<file path="config.mk">
export PLATFORM = sky130hd
export DESIGN_NAME = lit_timer_ctrl
export DESIGN_NICKNAME = d
export VERILOG_FILES = /design/src/core/lit_pkg.sv /design/src/core/lit_timer_ctrl.sv
export VERILOG_INCLUDE_DIRS = /design/src /design/src/core
export SDC_FILE = /design/constraint.sdc
export NUM_CORES = 1
export LEC_CHECK = 0
export ABC_CLOCK_PERIOD_IN_PS = 2700
export BUFFER_PORTS_ARGS = -buffer_cell sky130_fd_sc_hd__buf_2
export CORE_MARGIN = 5
export CORE_UTILIZATION = 31
export CTS_BUF_LIST = sky130_fd_sc_hd__clkbuf_8 sky130_fd_sc_hd__clkbuf_16
export DETAILED_ROUTE_END_ITERATION = 10
export HOLD_SLACK_MARGIN = 0.06
export PLACE_DENSITY = 0.53
export SYNTH_ARGS = -nofsm -noshare
export SYNTH_HDL_FRONTEND = slang
export SYNTH_SLANG_ARGS = --single-unit
</file>
<file path="constraint.sdc">
create_clock -name aclk -period 2.7 [get_ports aclk]
set_input_delay 0.405 -clock aclk [delete_from_list [all_inputs] [get_ports aclk]]
set_output_delay 0.405 -clock aclk [all_outputs]
set_load 0.01 [all_outputs]
</file>
<file path="src/core/lit_defs.svh">
`ifndef LIT_DEFS_SVH
`define LIT_DEFS_SVH

// Byte addresses of the register words
`define LIT_OFS_INIT 12'h380
`define LIT_OFS_CUR  12'h390
`define LIT_OFS_DIV  12'h3E0
`define LIT_OFS_FEAT 12'h400
`define LIT_OFS_CTRL 12'h410
`define LIT_OFS_EOI  12'h420
`define LIT_OFS_STAT 12'h440
`define LIT_OFS_MASK 12'h450

// Reset value shared by every writable register
`define LIT_RST_WORD 32'h0000_0000

// Feature word fields
`define LIT_FEAT_CNT_LSB 16
`define LIT_FEAT_CNT     8'h04
`define LIT_FEAT_WIDE    2
`define LIT_FEAT_TEOI    1
`define LIT_FEAT_VEN     0

// Divide select and control fields
`define LIT_DIV_HI  3
`define LIT_CTRL_W  3
`define LIT_EVT_W   3
`define LIT_VEC_W   8

// Destination broadcast patterns
`define LIT_BCAST_NARROW 4'hF
`define LIT_BCAST_WIDE   8'hFF

// Bus answers
`define LIT_RESP_OKAY   2'h0
`define LIT_RESP_SLVERR 2'h2

`endif

</file>
<file path="src/core/lit_pkg.sv">
package lit_pkg;

	// Extended control word, bit 2 down to bit 0
	typedef struct packed {
		logic wide_identifier_enable;
		logic targeted_eoi_enable;
		logic vector_enable_write_enable;
	} lit_ctrl_t;

	// Sticky events, bit 2 down to bit 0
	typedef struct packed {
		logic enable_write_refused;
		logic eoi_done;
		logic timer_expired;
	} lit_evt_t;

endpackage

</file>
<file path="src/core/lit_timer_ctrl.sv">
// Added by the designer: register access over AXI4-Lite.
`timescale 1ns/1ps
`include "lit_defs.svh"
module lit_timer_ctrl import lit_pkg::*; (
	input  wire logic        aclk,
	input  wire logic        aresetn,
	input  wire logic [11:0] awaddr,
	input  wire logic        awvalid,
	output logic             awready,
	input  wire logic [31:0] wdata,
	input  wire logic [3:0]  wstrb,
	input  wire logic        wvalid,
	output logic             wready,
	output logic [1:0]       bresp,
	output logic             bvalid,
	input  wire logic        bready,
	input  wire logic [11:0] araddr,
	input  wire logic        arvalid,
	output logic             arready,
	output logic [31:0]      rdata,
	output logic [1:0]       rresp,
	output logic             rvalid,
	input  wire logic        rready,
	input  wire logic        timer_periodic,
	input  wire logic        identifier_extension_bit,
	input  wire logic        broadcast_extension_bit,
	input  wire logic [7:0]  local_identifier,
	input  wire logic        dest_valid,
	input  wire logic [7:0]  interrupt_destination,
	input  wire logic        vector_enable_wr_req,
	output logic             vector_enable_wr_grant,
	output logic             dest_match,
	output logic             dest_broadcast,
	output logic             wide_identifier_active,
	output logic             eoi_cycle,
	output logic [7:0]       eoi_vector,
	output logic             targeted_eoi_message,
	output logic             irq
);

	////////////////////////////////////////////////////////////////////////////
	// Helpers

	// Last prescaler count of a divided period: divisor minus one
	function automatic logic [6:0] div_last(input logic [3:0] sel);
		logic [6:0] r;
		r = 7'h00;
		case ({sel[`LIT_DIV_HI], sel[1:0]})
			3'h0:    r = 7'h01;
			3'h1:    r = 7'h03;
			3'h2:    r = 7'h07;
			3'h3:    r = 7'h0F;
			3'h4:    r = 7'h1F;
			3'h5:    r = 7'h3F;
			3'h6:    r = 7'h7F;
			default: r = 7'h00;
		endcase
		return r;
	endfunction

	// Byte-lane merge of a write into an old word
	function automatic logic [31:0] merge(input logic [31:0] old,
		input logic [31:0] nw, input logic [3:0] strb);
		logic [31:0] r;
		r = old;
		for (int i = 0; i < 4; i++) begin
			if (strb[i]) begin
				r[i*8 +: 8] = nw[i*8 +: 8];
			end
		end
		return r;
	endfunction

	function automatic logic mapped(input logic [11:0] a);
		return a == `LIT_OFS_INIT || a == `LIT_OFS_CUR || a == `LIT_OFS_DIV
			|| a == `LIT_OFS_FEAT || a == `LIT_OFS_CTRL || a == `LIT_OFS_EOI
			|| a == `LIT_OFS_STAT || a == `LIT_OFS_MASK;
	endfunction

	////////////////////////////////////////////////////////////////////////////
	// State

	logic [31:0]  init_reg;
	logic [31:0]  cur_reg;
	logic [3:0]   div_reg;
	logic [6:0]   presc_reg;
	lit_ctrl_t    ctrl_reg;
	logic [7:0]   eoi_reg;
	lit_evt_t     status_reg;
	lit_evt_t     mask_reg;
	logic         aw_have_reg;
	logic         w_have_reg;
	logic [11:0]  awaddr_reg;
	logic [31:0]  wdata_reg;
	logic [3:0]   wstrb_reg;
	logic         wr_go;
	logic         tick;
	logic         expire;
	logic         wide;
	logic [31:0]  wr_word;
	logic [31:0]  feat_word;
	lit_evt_t     evt_set;
	lit_evt_t     evt_clr;

	// A write commits once both halves are held and no answer is pending
	assign wr_go   = aw_have_reg & w_have_reg & ~bvalid;
	assign tick    = (cur_reg != 32'h0000_0000) && (presc_reg == div_last(div_reg));
	assign expire  = tick && (cur_reg == 32'h0000_0001);
	assign wide    = ctrl_reg.wide_identifier_enable
		| (identifier_extension_bit & broadcast_extension_bit);
	assign wr_word = merge(32'h0000_0000, wdata_reg, wstrb_reg);

	// Capability word is wired, nothing to store
	assign feat_word = {8'h00, `LIT_FEAT_CNT, 13'h0000,
		1'b1,
		1'b1,
		1'b1};

	////////////////////////////////////////////////////////////////////////////
	// Bus slave

	// Write address and data are taken independently, released after the answer
	always_ff @(posedge aclk) begin
		if (!aresetn) begin
			aw_have_reg <= 1'b0;
			awready     <= 1'b1;
			awaddr_reg  <= 12'h000;
		end else if (awvalid && awready) begin
			aw_have_reg <= 1'b1;
			awready     <= 1'b0;
			awaddr_reg  <= {awaddr[11:2], 2'h0};
		end else if (bvalid && bready) begin
			aw_have_reg <= 1'b0;
			awready     <= 1'b1;
		end
	end

	always_ff @(posedge aclk) begin
		if (!aresetn) begin
			w_have_reg <= 1'b0;
			wready     <= 1'b1;
			wdata_reg  <= `LIT_RST_WORD;
			wstrb_reg  <= 4'h0;
		end else if (wvalid && wready) begin
			w_have_reg <= 1'b1;
			wready     <= 1'b0;
			wdata_reg  <= wdata;
			wstrb_reg  <= wstrb;
		end else if (bvalid && bready) begin
			w_have_reg <= 1'b0;
			wready     <= 1'b1;
		end
	end

	// Unmapped words answer SLVERR; a write to a read-only word is accepted silently
	always_ff @(posedge aclk) begin
		if (!aresetn) begin
			bvalid <= 1'b0;
			bresp  <= `LIT_RESP_OKAY;
		end else if (wr_go) begin
			bvalid <= 1'b1;
			bresp  <= mapped(awaddr_reg) ? `LIT_RESP_OKAY : `LIT_RESP_SLVERR;
		end else if (bvalid && bready) begin
			bvalid <= 1'b0;
		end
	end

	// Reads answer one cycle after the address is taken; reserved bits read zero
	always_ff @(posedge aclk) begin
		if (!aresetn) begin
			arready <= 1'b1;
			rvalid  <= 1'b0;
			rdata   <= `LIT_RST_WORD;
			rresp   <= `LIT_RESP_OKAY;
		end else if (arvalid && arready) begin
			arready <= 1'b0;
			rvalid  <= 1'b1;
			rresp   <= mapped({araddr[11:2], 2'h0}) ? `LIT_RESP_OKAY : `LIT_RESP_SLVERR;
			case ({araddr[11:2], 2'h0})
				`LIT_OFS_INIT: rdata <= init_reg;
				`LIT_OFS_CUR:  rdata <= cur_reg;
				`LIT_OFS_DIV:  rdata <= {28'h0000000, div_reg};
				`LIT_OFS_FEAT: rdata <= feat_word;
				`LIT_OFS_CTRL: rdata <= {29'h00000000, ctrl_reg};
				`LIT_OFS_EOI:  rdata <= {24'h000000, eoi_reg};
				`LIT_OFS_STAT: rdata <= {29'h00000000, status_reg};
				`LIT_OFS_MASK: rdata <= {29'h00000000, mask_reg};
				default:       rdata <= `LIT_RST_WORD;
			endcase
		end else if (rvalid && rready) begin
			rvalid  <= 1'b0;
			arready <= 1'b1;
		end
	end

	////////////////////////////////////////////////////////////////////////////
	// Software registers

	// Plain read-write words; the divide word keeps its reserved bit at zero
	always_ff @(posedge aclk) begin
		if (!aresetn) begin
			init_reg <= `LIT_RST_WORD;
			div_reg  <= 4'h0;
			ctrl_reg <= lit_ctrl_t'(3'h0);
			mask_reg <= lit_evt_t'(3'h0);
		end else if (wr_go) begin
			case (awaddr_reg)
				`LIT_OFS_INIT: init_reg <= merge(init_reg, wdata_reg, wstrb_reg);
				`LIT_OFS_DIV: if (wstrb_reg[0]) begin
					div_reg <= {wdata_reg[`LIT_DIV_HI], 1'b0, wdata_reg[1:0]};
				end
				`LIT_OFS_CTRL: if (wstrb_reg[0]) begin
					ctrl_reg <= lit_ctrl_t'(wdata_reg[`LIT_CTRL_W-1:0]);
				end
				`LIT_OFS_MASK: if (wstrb_reg[0]) begin
					mask_reg <= lit_evt_t'(wdata_reg[`LIT_EVT_W-1:0]);
				end
				default: ;
			endcase
		end
	end

	////////////////////////////////////////////////////////////////////////////
	// Timer

	// A load restarts both the count and the prescaler so the first period is whole
	always_ff @(posedge aclk) begin
		if (!aresetn) begin
			cur_reg   <= `LIT_RST_WORD;
			presc_reg <= 7'h00;
		end else if (wr_go && awaddr_reg == `LIT_OFS_INIT) begin
			cur_reg   <= merge(init_reg, wdata_reg, wstrb_reg);
			presc_reg <= 7'h00;
		end else if (cur_reg == 32'h0000_0000) begin
			presc_reg <= 7'h00;
		end else if (tick) begin
			presc_reg <= 7'h00;
			if (expire && timer_periodic) begin
				cur_reg <= init_reg;
			end else begin
				cur_reg <= cur_reg - 32'h0000_0001;
			end
		end else begin
			presc_reg <= presc_reg + 7'h01;
		end
	end

	////////////////////////////////////////////////////////////////////////////
	// End of interrupt

	// Only the low byte carries the vector; the upper lanes are reserved
	always_ff @(posedge aclk) begin
		if (!aresetn) begin
			eoi_reg              <= 8'h00;
			eoi_cycle            <= 1'b0;
			eoi_vector           <= 8'h00;
			targeted_eoi_message <= 1'b0;
		end else if (wr_go && awaddr_reg == `LIT_OFS_EOI && wstrb_reg[0]) begin
			eoi_reg              <= wdata_reg[`LIT_VEC_W-1:0];
			eoi_cycle            <= 1'b1;
			eoi_vector           <= wdata_reg[`LIT_VEC_W-1:0];
			targeted_eoi_message <= ctrl_reg.targeted_eoi_enable;
		end else begin
			eoi_cycle            <= 1'b0;
			targeted_eoi_message <= 1'b0;
		end
	end

	// Enable-register writes live elsewhere; this block only grants or refuses them
	always_ff @(posedge aclk) begin
		if (!aresetn) begin
			vector_enable_wr_grant <= 1'b0;
		end else begin
			vector_enable_wr_grant <= vector_enable_wr_req
				& ctrl_reg.vector_enable_write_enable;
		end
	end

	////////////////////////////////////////////////////////////////////////////
	// Destination matching

	// Registered so the compare path does not reach the outputs combinationally
	always_ff @(posedge aclk) begin
		if (!aresetn) begin
			dest_match             <= 1'b0;
			dest_broadcast         <= 1'b0;
			wide_identifier_active <= 1'b0;
		end else begin
			wide_identifier_active <= wide;
			if (wide) begin
				dest_match     <= dest_valid && interrupt_destination == local_identifier;
				dest_broadcast <= dest_valid
					&& interrupt_destination == `LIT_BCAST_WIDE;
			end else begin
				dest_match     <= dest_valid
					&& interrupt_destination[3:0] == local_identifier[3:0];
				dest_broadcast <= dest_valid
					&& interrupt_destination[3:0] == `LIT_BCAST_NARROW;
			end
		end
	end

	////////////////////////////////////////////////////////////////////////////
	// Interrupt status

	assign evt_set = '{enable_write_refused: vector_enable_wr_req
			& ~ctrl_reg.vector_enable_write_enable,
		eoi_done: wr_go && awaddr_reg == `LIT_OFS_EOI && wstrb_reg[0],
		timer_expired: expire};
	assign evt_clr = (wr_go && awaddr_reg == `LIT_OFS_STAT)
		? lit_evt_t'(wr_word[`LIT_EVT_W-1:0]) : lit_evt_t'(3'h0);

	// A new event beats a clear in the same cycle, so none is lost
	always_ff @(posedge aclk) begin
		if (!aresetn) begin
			status_reg <= lit_evt_t'(3'h0);
			irq        <= 1'b0;
		end else begin
			status_reg <= (status_reg & ~evt_clr) | evt_set;
			irq        <= |(((status_reg & ~evt_clr) | evt_set) & mask_reg);
		end
	end
endmodule

</file>
# Yosys cells after proc, flatten, opt, wreduce, memory -nomap -nowiden
# Cells that the tools add are included.
# totals
register_bits,187
in_bits,88
out_inout_bits,56
# op_classes
n_addsub,2
eq_ne,29
muxes,28
bitwise_logic,13
reduce_logical,46
# op_table
operator,n
one-hot mux 32 bit (8 select lines),1
two-way mux 32 bit,4
"== test 10 x 9 -> 1 bit, second input constant",10
"== test 10 x 8 -> 1 bit, second input constant",6
one-hot mux 7 bit (7 select lines),1
"== test 32 x 1 -> 1 bit, second input constant",1
logical NOT 32 bit,1
two-way mux 8 bit,4
nonzero test 32 bit,1
"subtractor 32 x 1 -> 32 bit, second input constant",1
logical AND 1 bit,16
logical OR 1 bit,14
two-way mux 1 bit,14
nonzero test 2 bit,5
"== test 3 bit, second input constant",3
AND reduction 3 bit,3
== test 8 bit,1
"== test 8 bit, second input constant",1
"adder 7 x 1 -> 7 bit, second input constant",1
== test 7 bit,1
AND 3 bit,2
"== test 3 x 2 -> 1 bit, second input constant",2
two-way mux 3 bit,2
AND reduction 2 bit,3
13 further kinds,20

# Logic depth before layout (Yosys ltp)
# Gate-level depths: netlist of the first run.
# depth
word_depth,10
mapped_depth,11
mapped_depth_nobuf,9

# Worst setup path after synthesis of the first run
# Ideal clock, no wire load.
# synth_path
kind,reg-to-reg
startpoint,reg cur_reg[20]
endpoint,reg cur_reg[2]
t_arrival_ns,2.369
required_ns,2.573
setup_slack_ns,0.204
path_stages_with_launch,12
path_buffers,4
period_less_slack_ns,2.496
cell_sequence,dfxtp_1 -> buf_6 -> or4_4 -> nor4b_4 -> and4_1 -> buf_4 -> and2_4 -> buf_6 -> buf_12 -> a211oi_1 -> a2111oi_1 -> nor2_1
# synth_between
elab_chain_len,8
elab_cells_between_ends,13
classes_between,2 x eq/ne; 4 x mux; 7 x reduce/logical
# synth_rtl
item,line_no,rtl
from (decl),lit_timer_ctrl.sv:84,logic [31:0] cur_reg;
from (signal assigned),lit_timer_ctrl.sv:229,cur_reg <= `LIT_RST_WORD;
from (signal assigned),lit_timer_ctrl.sv:232,"cur_reg <= merge(init_reg, wdata_reg, wstrb_reg);"
from (signal assigned),lit_timer_ctrl.sv:239,cur_reg <= init_reg;
nonzero test 32 bit,lit_timer_ctrl.sv:107,assign tick = (cur_reg != 32'h0000_0000) && (presc_reg == div_last(div_reg));
logical AND 1 bit,lit_timer_ctrl.sv:107,
logical AND 1 bit,lit_timer_ctrl.sv:108,assign expire = tick && (cur_reg == 32'h0000_0001);
logical AND 1 bit,lit_timer_ctrl.sv:238,if (expire && timer_periodic) begin
two-way mux 32 bit,lit_timer_ctrl.sv:238,
two-way mux 32 bit,lit_timer_ctrl.sv:236,end else if (tick) begin
two-way mux 32 bit,lit_timer_ctrl.sv:234,end else if (cur_reg == 32'h0000_0000) begin
two-way mux 32 bit,lit_timer_ctrl.sv:231,end else if (wr_go && awaddr_reg == `LIT_OFS_INIT) begin
# Several ways; a longest one is shown, not always the timed one. The select of a mux whose other input is x is not followed.
# A chain may end at the register's enable or synchronous reset.

# Worst setup path in the final report of the first run
# layout_path
startpoint,reg div_reg[0]
endpoint,reg cur_reg[3]
# layout_between
elab_chain_len,10
elab_cells_between_ends,18
classes_between,7 x eq/ne; 5 x mux; 6 x reduce/logical
# layout_rtl
item,line_no,rtl
from (decl),lit_timer_ctrl.sv:85,logic [3:0] div_reg;
from (signal assigned),lit_timer_ctrl.sv:210,"div_reg <= {wdata_reg[`LIT_DIV_HI], 1'b0, wdata_reg[1:0]};"
== test 3 bit (tied with other cells),lit_timer_ctrl.sv:48,"case ({sel[`LIT_DIV_HI], sel[1:0]})"
one-hot mux 7 bit (7 select lines) (*),lit_timer_ctrl.sv:48,
== test 7 bit (*),lit_timer_ctrl.sv:107,
logical AND 1 bit (*),lit_timer_ctrl.sv:107,
logical AND 1 bit,lit_timer_ctrl.sv:108,
logical AND 1 bit,lit_timer_ctrl.sv:238,
two-way mux 32 bit,lit_timer_ctrl.sv:238,
two-way mux 32 bit,lit_timer_ctrl.sv:236,
two-way mux 32 bit,lit_timer_ctrl.sv:234,
two-way mux 32 bit,lit_timer_ctrl.sv:231,
to (signal assigned),lit_timer_ctrl.sv:232,
to (signal assigned),lit_timer_ctrl.sv:239,
to (signal assigned),lit_timer_ctrl.sv:241,cur_reg <= cur_reg - 32'h0000_0001;
# Every way passes the cells marked *; elsewhere a longest branch is shown, timed or not. The select of a mux whose other input is x is not followed.

==> flow_results.org, run 1 <==
** Outcome
- The flow ran to the end, and the final reports show no timing, DRC or antenna violations.

** Power
- Summed over all cells, the static leakage comes to 4.27 nW.
- Power density cells :: 936 nW/um2
- The worst-case IR drop observed on VDD is 0.640 mV.

** Route
- Via count normalized by instance count :: 5.26
- In the routed design, unresolved DRC markers number 0.
- In this run the remaining antenna-violating nets after routing total 0.
- WL per Instance :: 18.3 um
- Wirelength, routed :: 30,400 um
- DR pass1 iterations :: 5
- Initial DRC Count :: 740
- The final route contains 8,725 vias.

** Clock network
- Buffers inserted to repair hold after CTS numbered 0.
- Clock latency on the worst-skew pair, taken at its later pin, is 440 ps.
- Htree depth :: 4
- Clk sink count :: 185
- Root buffer selected by CTS :: sky130_fd_sc_hd__clkbuf_16
- CTS tree :: built
- TritonCTS buffer count :: 17
- After clock tree synthesis, the clock-pin slew on the worst setup and hold paths is 80 ps.
- The longest clock path from root to sink contains 2 buffers.

** Synthesis
- The number of different library cells used by synthesis comes to 78.
- Among all flip-flop cells after synthesis, the most frequent one is sky130_fd_sc_hd__dfxtp_1.
- Counting flops with an async set or reset pin after synthesis yields a share of 0.
- Synth top area share :: 0.415
- In this run the cell area of the synthesized design comes to 8910 um2.
- In this run, synthesis inferred 0 flip-flops with an integrated enable.
- Of the synthesized area, sequential elements account for 0.415.
- The synthesized design contains 185 register bits.
- A synthesized cell averages 8.02 um2.
- In the synthesized netlist, the number of instances is 1,111.
- The Yosys step of the flow raised 0 warnings.
- Largest cells by area after synthesis :: sky130_fd_sc_hd__dfxtp_1 (42%), sky130_fd_sc_hd__nand2_1 (8.5%), sky130_fd_sc_hd__a21oi_1 (6.1%), sky130_fd_sc_hd__nor2_1 (4.6%), sky130_fd_sc_hd__a221oi_1 (2.9%)
- The largest total area in the synthesized netlist belongs to sky130_fd_sc_hd__dfxtp_1.

** Final layout
- Number of nets in the final layout :: 1,353
- Counting the fill cells in the layout gives 3,041.
- Share of cells above drive strength 1 :: 0.219
- Count of antenna diodes in the layout :: 0
- From synthesis to final layout, the design area changed by 23.1%.

** Setup path
- Length in cells of the worst reg-to-reg path :: 9
- Worst endpoint required time :: 3020 ps
- Startpoint kind of the worst setup timing path :: register
- STA classifies the critical path endpoint as a register.
- In this run the worst path has a maximum fanout of 10.
- For the worst setup path, the data arrival time is 2840 ps.
- The critical path in this run is classified as reg2reg.

** Timing
- Final count of pins violating max slew :: 0
- Worst clock skew :: 10.1 ps
- Fmax achieved :: 0.397 GHz
- For the final routed database, the setup TNS stands at 0 ps.
- Hold Violations, Final :: 0
- Measured against its own limit, the worst slew margin works out to 0.561.
- The smallest clock period supported by the final layout is computed as 2520 ps.
- In the finished design, the share of the clock period the worst path needs comes to 0.933.
- Setup repair after global routing missed its margin :: no
- Setup violations remaining at the end of the flow were counted as 0.
- Worst path setup slack after routing :: 180 ps
- Slew at the pin closest to its max-slew limit :: 657 ps

** Die
- The initial utilization of the core area, before any placement, comes to 0.312.
- Core ar. :: 28,500 um2
- Pin placement for this block handled 144 I/O pins.
- Die Footprint :: 32,200 um2
- FP Rows :: 62
- Horiz. Die Dim :: 180 um
- The die is 180 um tall.

** Global routing
- Initial antenna violation count :: 1
- For this run, the total global-route usage over all layers was measured as 0.186.
- Pin count of the biggest net entering global routing :: 54
- The first global-routing pass estimated 48,500 um of wire.
- Summed over all layers, the global routing overflow is 0.
- The via count of the first global-routing pass came to 8,342.

** Placement
- The count of buffers added on input and output ports is 137.
- Worst slack, placed :: 62.9 ps
- Detailed placer's ending HPWL :: 22,600 um
- Weighted congestion at the end of routability-driven global placement :: 0.916

** Job
- Max-Cap Viols :: 0

** Worst hold path
- The worst hold path belongs to the class in2reg.
- Counting instances, the worst hold path has a depth of 3.
final timing paths:
check                                        startpoint                          to  slack, ps
worst min register to register    rdata[2]$_SDFFE_PN0P_       rdata[2]$_SDFFE_PN0P_        460
worst max-delay path            div_reg[0]$_SDFFE_PN0P_     cur_reg[3]$_SDFFE_PN0P_        180
worst min-delay path                          awaddr[8]  awaddr_reg[8]$_SDFFE_PN0P_        190
worst max register to register  div_reg[0]$_SDFFE_PN0P_     cur_reg[3]$_SDFFE_PN0P_        180
cell usage in the layout (no fill, tap or decap), types with 9 or more instances in the layout:
cell	count
sky130_fd_sc_hd__nand2_1	202
sky130_fd_sc_hd__dfxtp_1	184
sky130_fd_sc_hd__buf_2	137
sky130_fd_sc_hd__a21oi_1	109
sky130_fd_sc_hd__nor2_1	108
sky130_fd_sc_hd__buf_4	72
sky130_fd_sc_hd__nor3_1	42
sky130_fd_sc_hd__o21ai_0	38
sky130_fd_sc_hd__a221oi_1	30
sky130_fd_sc_hd__mux2i_1	25
sky130_fd_sc_hd__inv_1	17
sky130_fd_sc_hd__nand3_1	17
sky130_fd_sc_hd__xnor2_1	17
sky130_fd_sc_hd__clkbuf_16	17
sky130_fd_sc_hd__a211oi_1	14
sky130_fd_sc_hd__xor2_1	14
sky130_fd_sc_hd__and2_1	13
sky130_fd_sc_hd__nor4_1	11
sky130_fd_sc_hd__nand4_1	11
sky130_fd_sc_hd__a211o_1	10
sky130_fd_sc_hd__a22oi_1	9
metrics by stage:
stage	std cells	cell area (um2)	power, mW	hold slack [ps]	util
global route	1658	11000	10.9	194	0.384
detailed placement	1626	10300	7.56	447	0.362
floorplan	1112	8920	6.04	437	-
CTS	1658	10900	10.2	176	0.383
finish	1658	11000	10.3	194	0.384
global placement	1626	10300	7.55	450	0.362
cell families after synthesis:
kind of cell    after synthesis  synth area share
xor+xnor                     31            0.0305
flops                       185             0.415
fa+ha+maj                     4           0.00562
other cells                   1          0.000421
compound gates              292             0.219
buf+inv                     101            0.0510
mux                          28            0.0319
simple gates                469             0.246
critical path, cell delays in order (launching register included):
cell and delay (ps):
sky130_fd_sc_hd__dfxtp_1 410, sky130_fd_sc_hd__buf_4 150, sky130_fd_sc_hd__nand2b_1 150, sky130_fd_sc_hd__o311ai_0 140, sky130_fd_sc_hd__a311o_1 440, sky130_fd_sc_hd__and3_4 200
sky130_fd_sc_hd__buf_4 170, sky130_fd_sc_hd__a31o_2 260, sky130_fd_sc_hd__a2111oi_1 410, sky130_fd_sc_hd__nor2_1 70
cells in the mapped netlist (all sizes together), types with 8 or more instances:
| library cell | number |
|---|---|
| a211o | 10 |
| and2 | 14 |
| mux2i | 25 |
| nor3 | 45 |
| clkbuf | 58 |
| dfxtp | 185 |
| nor4 | 12 |
| nand3 | 17 |
| nand2 | 202 |
| xor2 | 14 |
| a221oi | 30 |
| nor2 | 110 |
| a2111oi | 8 |
| nand4 | 11 |
| a21oi | 110 |
| inv | 18 |
| buf | 25 |
| o21ai | 46 |
| a22oi | 9 |
| xnor2 | 17 |
| a211oi | 16 |
metal layers:
layer	GRT usage	vias up	part of all wire
met2	0.267	299	0.41
met4	0.0460	2	0.015
met3	0.0461	35	0.075
met1	0.278	4089	0.50
li1	-	4300	-
met5	0	-	0.00066
repair_timing:
action                     CTS  global route
setup endpoints to repair    0            32
gates resized for setup      0            11
setup buffers                0             0
area by class of cell:
| type | instances | area, um2 | area share |
|---|---|---|---|
| repair buffers | 213 | 1310 | 0.119 |
| clock buffers | 19 | 453 | 0.0413 |
| inverters | 18 | 70.1 | 0.00638 |
| well taps | 384 | 480 | 0.0438 |
| clock inverters | 13 | 158 | 0.0144 |
| flip-flops and latches | 185 | 3700 | 0.338 |
| multi-input cells | 826 | 4800 | 0.438 |
report_power, final:
group	switching [mW]	leakage, nW	internal (mW)
clock	1.21	0.297	1.45
sequential	0.361	1.51	3.03
combinational	2.37	2.47	1.86
Note: power is estimated with default switching activity, not from simulation.
==> run 2: changes to the inputs <==
Settings changed: CORE_UTILIZATION 31 to 42, PLACE_DENSITY 0.53 to 0.66.
==> flow_results.org, run 2 (synthesis gave the netlist of run 1 again) <==
** Final layout
- Of the cells placed in the final design, the portion with a size suffix greater than 1 is 0.214.
- The final layout contains 1,358 nets.
- The filler cells instantiated in the layout total 2,076.
- Non-filler instance count after layout :: 1,548
- Count of antenna diodes in the layout :: 0
- Commonest cells after routing, fill and taps aside :: sky130_fd_sc_hd__nand2_1 (202), sky130_fd_sc_hd__dfxtp_1 (185), sky130_fd_sc_hd__buf_2 (137), sky130_fd_sc_hd__a21oi_1 (109), sky130_fd_sc_hd__nor2_1 (108)
- Leaving out fill and tap cells, the most frequent cell in the layout is sky130_fd_sc_hd__nand2_1.
- Area Overhead vs Synth :: 21.3%

** Timing
- Setup violations remaining at the end of the flow were counted as 0.
- The final count of hold timing violations came to 0.
- In the post-route analysis, the smallest setup slack over all paths is 74.7 ps.
- For the pin with the worst max-slew slack, the measured transition is 665 ps.
- Headroom to the max-slew limit came out at 0.556.
- Fmax achieved :: 0.381 GHz
- The total count of max-transition violations in the final report came to 0.
- In the finished design, the share of the clock period the worst path needs comes to 0.972.
- Worst clock skew :: 8.60 ps
- After layout, the minimum clock period comes to 2630 ps.

** Placement
- Routability-driven placement finished with a final weighted congestion of 0.939.
- Once placement completed, the tool counted placed cells totaling 1,517.
- Worst slack, placed :: -195 ps
- Quantity of I/O buffers inserted on ports :: 137
- Detailed placement ended at an HPWL of 20,600 um.

** Clock network
- Clock tree synthesis found a total of 185 sinks.
- After clock tree synthesis, the clock-pin slew on the worst setup and hold paths is 70 ps.
- Insertion delay of the later-clocked pin in the worst-skew pair :: 430 ps
- Maximum count of clock buffers along a single path :: 2
- Root buffer selected by CTS :: sky130_fd_sc_hd__clkbuf_16
- Htree depth :: 4
- CTS tree :: built
- Buffers inserted to repair hold after CTS numbered 0.
- Buffers inserted during clock tree synthesis total 17.

** Global routing
- For this run the aggregate overflow at the end of global routing stands at 0.
- Entering global routing, the biggest net connects 138 pins.
- The via count of the first global-routing pass was 8,065.
- For this run, the total global-route usage over all layers was measured as 0.227.
- The first global-routing pass estimated 44,200 um of wire.
- The initial antenna violation count is 1.

** Power
- Of the total power, registers draw 0.324.
- Power density cells :: 947 nW/um2
- For this design the total switching power over the nets is 3.76 mW.
- The share of total power dissipated in combinational logic is 0.444.
- Power Internal :: 6.47 mW
- Of the total power, the share spent switching nets is 0.368.
- Relative contribution of the clock network to total power :: 0.232
- Worst IR Drop VDD :: 0.635 mV
- Leakage Power :: 4.27 nW

** Die
- Core ar. :: 21,000 um2
- For this configuration, the core starts out at a cell density of 0.425.
- Number of top-level pins :: 144
- FP Rows :: 53
- From bottom edge to top edge, the die measures 156 um.
- Die Footprint :: 24,200 um2
- Horiz. Die Dim :: 156 um

** Worst hold path
- Path category of the worst min-delay check :: in2reg

** Setup path
- Of all nets on the critical path, the largest fanout is 13.
- The worst setup path is launched from a register.
- Type of element capturing the critical path :: register
- STA puts the critical path data required time at 3020 ps.
- Data arrives at the worst endpoint at 2940 ps.
- The worst setup path is of the reg2reg kind.

** Route
- ANT nets after route :: 0
- DRC violations left :: 0
- DR pass1 iterations :: 7
- Using the TritonRoute via totals, the vias-per-cell ratio works out to 5.64.
- Initial DRC Count :: 871
- Via count :: 8,736
- After detailed routing, the total wire length is 27,900 um.
- After detailed routing, the average wire length per cell comes to 18.0 um.

** Job
- Across the run, the number of max-cap violations was 0.

** Outcome
- The run finished with clean final reports.
-- run 2: critical path, stage by stage (launching register included) --
cell and delay, ps:
sky130_fd_sc_hd__dfxtp_1 360, sky130_fd_sc_hd__or3_1 400, sky130_fd_sc_hd__a2111oi_1 410, sky130_fd_sc_hd__a311o_1 250, sky130_fd_sc_hd__and3_2 270, sky130_fd_sc_hd__buf_4 190
sky130_fd_sc_hd__a21oi_4 150, sky130_fd_sc_hd__buf_12 170, sky130_fd_sc_hd__a221oi_1 220, sky130_fd_sc_hd__a21oi_1 100
-- run 2: what timing repair did --
item / CTS / global route
resized for setup: 3 / 7
setup buffers: 0 / 5
pin swaps: 0 / 4
endpoints found under the setup margin: 11 / 19
cloned: 0 / 0
-- run 2: final cells by class --
class / count / area, um2 / share of cell area
Tap cell: 275 / 344 / 0.0318
Inverter: 18 / 70.1 / 0.00648
Multi-Input combinational cell: 826 / 4810 / 0.445
Clock buffer: 19 / 453 / 0.0419
Clock inverter: 7 / 83.8 / 0.00775
Sequential cell: 185 / 3700 / 0.343
Timing Repair Buffer: 218 / 1340 / 0.124
-- run 2: path summary, 6_finish.rpt --
check	startpoint	endpoint	slack, ps	cells past startpoint
setup / recovery	div_reg[0]$_SDFFE_PN0P_	cur_reg[13]$_SDFFE_PN0P_	70	9
hold / removal	awaddr[2]	awaddr_reg[2]$_SDFFE_PN0P_	200	3
setup reg to reg	div_reg[0]$_SDFFE_PN0P_	cur_reg[13]$_SDFFE_PN0P_	70	9
hold reg to reg	rdata[2]$_SDFFE_PN0P_	rdata[2]$_SDFFE_PN0P_	460	2
-- run 2: layer usage --
layer	vias up	global-route usage	wire [um]
li1	4294	-	-
met1	4036	0.348	13600
met2	374	0.316	11400
met3	30	0.0619	2650
met4	2	0.0525	275
met5	-	0	13
-- run 2: stage by stage --
step,util,total power [mW],area [um2],hold slack [ps],setup TNS (ps)
floorplan,-,6.04,8920,437,0
global placement,0.486,7.65,10200,452,-659
detailed placement,0.486,7.65,10200,454,-1190
CTS,0.512,10.1,10700,192,0
global route,0.516,10.8,10800,197,-12.2
finish,0.516,10.2,10800,199,0
-- run 2: power by group through the flow --
stage | Clock (mW) | Combinational (mW) | Sequential, mW
final | 2.37 | 4.54 | 3.32
after global routing | 2.54 | 4.93 | 3.36
after CTS | 2.42 | 4.34 | 3.31
after detailed placement | 0 | 4.27 | 3.37
after global placement | 0 | 4.28 | 3.37
after floorplan | 0 | 2.66 | 3.38
